===== config.mk =====
export PLATFORM = sky130hd
export DESIGN_NAME = rnd_decode
export DESIGN_NICKNAME = d
export VERILOG_FILES = /design/src/hdl/rnd_pkg.sv /design/src/hdl/rnd_phase_if.sv /design/src/hdl/rnd_phase_gen.sv /design/src/hdl/rnd_decode.sv
export VERILOG_INCLUDE_DIRS = /design/src /design/src/hdl
export SDC_FILE = /design/constraint.sdc
export NUM_CORES = 1
export LEC_CHECK = 0
export BUFFER_PORTS_ARGS = -buffer_cell sky130_fd_sc_hd__buf_2
export CAP_MARGIN = 20
export CORE_ASPECT_RATIO = 0.8
export CORE_UTILIZATION = 47
export CTS_CLUSTER_DIAMETER = 80
export DETAILED_ROUTE_END_ITERATION = 10
export PLACE_DENSITY_LB_ADDON = 0.25
export SYNTH_ARGS = -nofsm -noshare
export SYNTH_HDL_FRONTEND = slang
export SYNTH_SLANG_ARGS = --single-unit

===== constraint.sdc =====
create_clock -name i_clk -period 2 [get_ports i_clk]
set_clock_uncertainty 0.15 [all_clocks]
set_input_delay 0.3 -clock i_clk [delete_from_list [all_inputs] [get_ports i_clk]]
set_output_delay 0.3 -clock i_clk [all_outputs]
set_load 0.005 [all_outputs]

===== src/hdl/rnd_defs.svh =====
// Constants of the return, no-op and option-load decoder.
// Assumes 14-bit instruction words and four-phase instruction cycles.
`ifndef RND_DEFS_SVH
`define RND_DEFS_SVH

// =============================================================
// Opcode patterns
`define RND_NOP_MASK 14'h3f9f
`define RND_NOP_VAL 14'h0000
`define RND_RETFI_VAL 14'h0009
`define RND_OPTLD_VAL 14'h0062
`define RND_RETLIT_MASK 14'h3c00
`define RND_RETLIT_VAL 14'h3400
// =============================================================
// Field positions, reset values and phase numbers
`define RND_GIE_BIT 7
`define RND_ZERO8 8'h00
`define RND_ZERO_PC 13'h0000
`define RND_PHASE_LAST 2'h3
`define RND_PHASE_GIE 2'h2

`endif


===== src/hdl/rnd_pkg.sv =====
// Types of the decoder state machine; the phase sequencer does not use them.
// Assumes the defines header is included by the user files.
package rnd_pkg;
	typedef enum logic [1:0] {
		RND_EXEC = 2'h0,
		RND_IDLE = 2'h1
	} rnd_state_t;
endpackage


===== src/hdl/rnd_phase_if.sv =====
// Interface carrying the Q-phase timing between the decoder modules.
// Assumes one core clock.
`timescale 1ns/100ps
`default_nettype none
interface rnd_phase_if;
	logic [1:0] phase;
	logic last;
	logic first;
	modport gen (output phase, output last, output first);
	modport use_ (input phase, input last, input first);
endinterface
`default_nettype wire


===== src/hdl/rnd_phase_gen.sv =====
// Four-phase instruction cycle sequencer.
// Assumes each core clock is one phase.
`timescale 1ns/100ps
`default_nettype none
`include "rnd_defs.svh"
module rnd_phase_gen (
	input wire logic i_clk,
	input wire logic i_reset,
	rnd_phase_if.gen ph
);
	typedef struct packed {
		logic [1:0] phase;
	} rnd_ph_st_t;
	rnd_ph_st_t s_reg;
	rnd_ph_st_t s_next;

	always_comb begin
		s_next = s_reg;
		s_next.phase = s_reg.phase + 2'h1;
	end

	always_ff @(posedge i_clk) begin
		if (i_reset) begin
			s_reg <= '0;
		end else begin
			s_reg <= s_next;
		end
	end

	assign ph.phase = s_reg.phase;
	assign ph.last = (s_reg.phase == `RND_PHASE_LAST);
	assign ph.first = (s_reg.phase == 2'h0);
endmodule
`default_nettype wire


===== src/hdl/rnd_decode.sv =====
// Decode and execute for no-op, interrupt return, option load and
// literal return. Assumes the fetch path presents i_instr for a whole
// instruction cycle with i_instr_valid, and the stack supplies i_stack_top.
//
// How it works
// - The no-op pattern with two free bits takes one cycle and changes nothing.
// - Interrupt return pops the stack top into the PC, sets interrupt enable bit 7, takes two cycles.
// - Option load copies W into the option register in one cycle, no flags.
// - Literal return writes the literal to W and pops the stack in the last phase, then idles a cycle.
`timescale 1ns/100ps
`default_nettype none
`include "rnd_defs.svh"
module rnd_decode (
	input wire logic i_clk,
	input wire logic i_reset,
	input wire logic [13:0] i_instr,
	input wire logic i_instr_valid,
	input wire logic [12:0] i_stack_top,
	input wire logic [7:0] i_w,
	input wire logic [7:0] i_interrupt_control_register,
	output logic [1:0] o_phase,
	output logic o_stack_pop,
	output logic o_pc_load,
	output logic [12:0] o_pc_value,
	output logic o_w_write,
	output logic [7:0] o_w_value,
	output logic o_option_write,
	output logic [7:0] o_option_value,
	output logic o_interrupt_control_register_write,
	output logic [7:0] o_interrupt_control_register_value,
	output logic o_flush,
	output logic o_busy
);
	import rnd_pkg::*;

	// =============================================================
	// Phase timing
	rnd_phase_if ph ();
	rnd_phase_gen u_phase (
		.i_clk(i_clk),
		.i_reset(i_reset),
		.ph(ph)
	);

	// =============================================================
	// State
	typedef struct packed {
		rnd_state_t state;
		logic [1:0] phase;
		logic pop;
		logic pc_load;
		logic [12:0] pc;
		logic w_wr;
		logic [7:0] w;
		logic opt_wr;
		logic [7:0] opt;
		logic ic_wr;
		logic [7:0] ic;
		logic flush;
		logic busy;
	} rnd_st_t;
	rnd_st_t s_reg;
	rnd_st_t s_next;

	logic is_nop;
	logic is_retfi;
	logic is_optld;
	logic is_retlit;
	assign is_nop = (i_instr & `RND_NOP_MASK) == `RND_NOP_VAL;
	assign is_retfi = i_instr == `RND_RETFI_VAL;
	assign is_optld = i_instr == `RND_OPTLD_VAL;
	assign is_retlit = (i_instr & `RND_RETLIT_MASK) == `RND_RETLIT_VAL;

	always_comb begin
		s_next = s_reg;
		s_next.phase = ph.phase;
		// Strobes live one phase only
		s_next.pop = 1'b0;
		s_next.pc_load = 1'b0;
		s_next.w_wr = 1'b0;
		s_next.opt_wr = 1'b0;
		s_next.ic_wr = 1'b0;
		s_next.flush = 1'b0;
		case (s_reg.state)
			RND_EXEC: begin
				// No-op falls through: no strobe in any phase
				if (i_instr_valid && !is_nop) begin
					if (is_retfi && ph.phase == `RND_PHASE_GIE) begin
						s_next.ic_wr = 1'b1;
						// Read-modify-write keeps the other enable bits
						s_next.ic = i_interrupt_control_register;
						s_next.ic[`RND_GIE_BIT] = 1'b1;
					end
					if (ph.last) begin
						if (is_retfi || is_retlit) begin
							s_next.pop = 1'b1;
							s_next.pc_load = 1'b1;
							s_next.pc = i_stack_top;
							s_next.flush = 1'b1;
							s_next.busy = 1'b1;
							s_next.state = RND_IDLE;
						end
						if (is_retlit) begin
							s_next.w_wr = 1'b1;
							s_next.w = i_instr[7:0];
						end
						if (is_optld) begin
							// Kept for old code; direct writes are preferred
							s_next.opt_wr = 1'b1;
							s_next.opt = i_w;
						end
					end
				end
			end
			RND_IDLE: begin
				// Second cycle executes nothing
				if (ph.last) begin
					s_next.busy = 1'b0;
					s_next.state = RND_EXEC;
				end
			end
			default: begin
				s_next.state = RND_EXEC;
			end
		endcase
	end

	always_ff @(posedge i_clk) begin
		if (i_reset) begin
			s_reg <= '0;
		end else begin
			s_reg <= s_next;
		end
	end

	assign o_phase = s_reg.phase;
	assign o_stack_pop = s_reg.pop;
	assign o_pc_load = s_reg.pc_load;
	assign o_pc_value = s_reg.pc;
	assign o_w_write = s_reg.w_wr;
	assign o_w_value = s_reg.w;
	assign o_option_write = s_reg.opt_wr;
	assign o_option_value = s_reg.opt;
	assign o_interrupt_control_register_write = s_reg.ic_wr;
	assign o_interrupt_control_register_value = s_reg.ic;
	assign o_flush = s_reg.flush;
	assign o_busy = s_reg.busy;
endmodule
`default_nettype wire


==> impl.org <==
** Outcome
- The run finished with clean final reports.

** Clock network
- TritonCTS built the clock tree.
- CTS saw 47 sinks.
- Clock latency on the worst-skew pair, taken at its later pin, is 0.28 ns.
- CTS max path bufs :: 2
- Clock buffers created by TritonCTS :: 5
- The tree is rooted in a sky130_fd_sc_hd__clkbuf_8.
- Clock slew at the register clock pins of the worst setup and hold paths :: 0.08 ns
- Maximum level of the CTS H-tree :: 2
- After clock tree synthesis, the repair step resized 0 gates.

** Place
- Detailed Place HPWL :: 2720 um
- Weighted congestion reported at the end of routability-driven placement :: 0.812
- In this run, placement finished with an instance count of 312.
- The placed instances occupy a cell area of 0.00235 mm^2.
- In this run the tool buffered the top-level ports with 90 buffer cells.

** Power
- Power spread over the standard cell area amounts to 670 mW/mm^2.
- In this run, the clock network consumes 36.4% of the power.
- Cell internal pwr :: 1.31 mW
- Static Leakage :: 1.10 nW
- Combinational share of power :: 6.1%
- Worst IR Drop VDD :: 0.442 mV
- Of the total power, registers draw 57.5%.
- Switching power :: 0.338 mW
- Switching share of power :: 20.6%

** Critical path
- CP delay by family, top :: buffers and inverters
- The critical path contains buffers and inverters numbering 2 combined.
- Among the stages of the critical path, the cell type that occurs most often is sky130_fd_sc_hd__buf_4.
- For the worst setup path, the data required time is 2.01 ns.
- Critical path class :: flip-flop to flip-flop
- Data arrives at the worst endpoint at 1.75 ns.
- Max stage delay on crit path :: 0.36 ns
- The worst setup path is captured at a flip-flop.
- Along the worst path, the maximum fanout reaches 9.
- Startpoint kind of the worst setup timing path :: flip-flop
- The largest individual stage delay along the critical path comes from the cell sky130_fd_sc_hd__dfxtp_1.
- Walking the worst path, the cells encountered are ha_1 > nand3b_1 > buf_4 > a21oi_2 > buf_4 > mux2i_1 > nor2_1.
- The number of cells on the worst reg-to-reg path is 7.
- Logic depth of the worst setup path including buffers :: 7

** Detailed routing
- Pre-antenna DRT Iters :: 3
- DRC errors left :: 0
- Using the TritonRoute via totals, the vias-per-cell ratio works out to 4.57.
- ANT nets after route :: 0
- Via total after detailed routing :: 1467
- After detailed routing, the average wire length per cell comes to 11.2 um.
- The detailed router finished its first iteration with 13 violations.
- Overall routed net length :: 3590 um

** Timing
- Maximum frequency from static timing analysis :: 575 MHz
- Finish-stage setup viols :: 0
- The number of endpoints with negative hold slack in the final report was 0.
- Hold timing on the final database bottoms out at a slack of 0.0992 ns.
- Final-report max-slew violation count :: 0
- The worst pin sits at a relative slew slack of 68.6%.
- Final clock period utilization by the worst path :: 87.0%
- Worst-margin pin slew :: 0.471 ns
- Setup repair after global routing left no endpoint under its margin.
- Counting I/O delays and the setup requirement, the final critical path takes 1.74 ns.

** Global routing
- Entering global routing, the biggest net connects 25 pins.
- Global route total overflow :: 0
- For this run, the total global-route usage over all layers was measured as 16.1%.
- The via count of the first global-routing pass came to 1316.
- Wire length of the first global-routing pass :: 5840 um
- The number of antenna violations at the first check in global routing is 0.

** Die
- For this configuration, the core starts out at a cell density of 49.0%.
- Die area :: 0.00466 mm^2
- Placeable Area :: 0.00420 mm^2
- In this run the horizontal extent of the chip is 76.1 um.
- Pin placement for this block handled 92 I/O pins.
- Die Ht :: 61.2 um
- The floorplan has 21 rows.

** Layout
- Excluding fillers, the count of instances in the completed layout stands at 321.
- From synthesis to final layout, the design area changed by 19.1%.
- Final-stage net count :: 311
- Registers take 941 um^2.
- The register with the most flip-flops in the layout has 13 of them.
- Finished layout cell area :: 0.00245 mm^2
- Area of the multi-input gates :: 783 um^2
- 0 antenna diodes ended up in the layout.
- Filler Cell Count :: 402
- The library cell used most frequently in the layout, excluding fill and tap cells, is sky130_fd_sc_hd__buf_2.
- At the end of the flow the core is filled with cells to 58.4%.
- Ratio of cells with drive above 1 in the final layout :: 42.4%
- Leaving out fill and tap cells, the most frequent cells in the layout are sky130_fd_sc_hd__buf_2 (90), sky130_fd_sc_hd__dfxtp_1 (47), sky130_fd_sc_hd__nor2_1 (44).

** Run
- Max-cap violations in this run came to 0.

** Yosys
- By area the synthesized netlist is led by sky130_fd_sc_hd__dfxtp_1 (46%), sky130_fd_sc_hd__mux2i_1 (17%), sky130_fd_sc_hd__buf_4 (15%), sky130_fd_sc_hd__nor2_1 (8.0%), sky130_fd_sc_hd__nor4_4 (2.1%).
- Fraction of synthesized cell area taken by the top area cell type :: 45.6%
- Yosys synthesis warning count :: 0
- Count of mapped cells out of synthesis :: 204
- Synth Area in XOR/XNOR :: 0%
- Post-synthesis instance area :: 0.00206 mm^2
- Synthesized-area fraction occupied by and/or/nand/nor cells :: 18.0%
- Post-synthesis mux area share :: 17.5%
- Count of unique library cells instantiated by Yosys :: 27
- Number of synthesized register bits :: 47
- Synth Area in Compound Gates :: 1.33%
- By area, the combinational part of the netlist is dominated by simple AND/OR/NAND/NOR gates.
- Summed over all instances, the cell type with the most area after synthesis is sky130_fd_sc_hd__dfxtp_1.
- The synthesized netlist devotes 1.21% of its cell area to adder and majority cells.
- Synthesized netlist net count :: 252
- Sequential elements use 45.6% of the synthesized area.
- A synthesized cell averages 10.1 um^2.

** Hold path
- The path class of the tightest hold or removal check is input port to flip-flop.
- Cell count of the worst hold path :: 3
## worst register-to-register path: stages (launching register included)
cell and delay, ns:
sky130_fd_sc_hd__dfxtp_1 0.36, sky130_fd_sc_hd__ha_1 0.21, sky130_fd_sc_hd__nand3b_1 0.09, sky130_fd_sc_hd__buf_4 0.17, sky130_fd_sc_hd__a21oi_2 0.15, sky130_fd_sc_hd__buf_4 0.23
sky130_fd_sc_hd__mux2i_1 0.20, sky130_fd_sc_hd__nor2_1 0.06
## synth_stat cells
cell and count:
sky130_fd_sc_hd__inv_1 1, sky130_fd_sc_hd__nor2b_1 1, sky130_fd_sc_hd__nor4_1 2, sky130_fd_sc_hd__nor2_2 1, sky130_fd_sc_hd__ha_1 2, sky130_fd_sc_hd__buf_4 42
sky130_fd_sc_hd__nand3_4 1, sky130_fd_sc_hd__nand4_1 2, sky130_fd_sc_hd__clkbuf_1 4, sky130_fd_sc_hd__or4_1 1, sky130_fd_sc_hd__nor4b_1 2, sky130_fd_sc_hd__a21oi_2 1
sky130_fd_sc_hd__nand3b_1 4, sky130_fd_sc_hd__nor3_1 2, sky130_fd_sc_hd__nor4_4 2, sky130_fd_sc_hd__a21oi_1 1, sky130_fd_sc_hd__nor3b_1 1, sky130_fd_sc_hd__buf_1 1
sky130_fd_sc_hd__nand4b_1 1, sky130_fd_sc_hd__a211oi_1 1, sky130_fd_sc_hd__nand2_1 1, sky130_fd_sc_hd__a31oi_1 1, sky130_fd_sc_hd__nor2_1 44, sky130_fd_sc_hd__nand2b_1 1
sky130_fd_sc_hd__nor3_4 1, sky130_fd_sc_hd__mux2i_1 36, sky130_fd_sc_hd__dfxtp_1 47
## path summary, 6_finish.rpt
kind                                   from                        endpoint  slack [ns]
max reg2reg  u_phase.ph.phase[0]$_SDFF_PP0_     o_pc_value[12]$_SDFFE_PP0P_        0.26
max          u_phase.ph.phase[0]$_SDFF_PP0_     o_pc_value[12]$_SDFFE_PP0P_        0.26
min                          i_stack_top[0]      o_pc_value[0]$_SDFFE_PP0P_         0.1
min reg2reg  u_phase.ph.phase[0]$_SDFF_PP0_  u_phase.ph.phase[0]$_SDFF_PP0_        0.30
## per-stage QoR
| step | setup TNS (ns) | setup slack (ns) | total power, mW |
|---|---|---|---|
| floorplan | 0 | 0.134 | 1.01 |
| global placement | 0 | 0.00868 | 1.07 |
| detailed placement | -0.0145 | -0.00782 | 1.07 |
| CTS | 0 | 0.128 | 1.67 |
| global route | 0 | 0.150 | 1.73 |
| finish | 0 | 0.260 | 1.64 |
## area by class of cell
type                       count  share of cell area [%]
clock buffer                   8                    4.08
inverter                       1                   0.153
multi-input combinational    109                    31.9
sequential                    47                    38.3
tap                           57                    2.91
timing repair buffer          99                    22.6
## power by group through the flow
stage,clock network (mW),logic (mW),registers [mW]
finish,0.599,0.101,0.945
global route,0.671,0.113,0.946
CTS,0.626,0.101,0.945
detailed placement,0,0.101,0.967
global placement,0,0.0997,0.967
floorplan,0,0.0402,0.967
## logic make-up (layout without fill, tap and decap cells)
| group | after synthesis | after routing |
|---|---|---|
| AO/OA/AOI/OAI | 4 | 4 |
| adder cells (fa/ha/maj) | 2 | 2 |
| buffers and inverters | 48 | 108 |
| flip-flops | 47 | 47 |
| multiplexers | 36 | 36 |
| AND/OR/NAND/NOR | 67 | 67 |
## timing repair
item | 4_1_cts | 5_1_grt
setup endpoints to repair | 0 | 2
buffers inserted | 0 | 1
hold buffers | 0 | 0
## layer usage
layer / up-vias / wire, um / GRT usage (%)
met4: 0 / 19 / 5.77
li1: 763 / - / -
met1: 651 / 1770 / 20.2
met5: - / 0 / 0
met3: 2 / 302 / 6.07
met2: 51 / 1500 / 26.0
(Power assumes the default switching activity.)
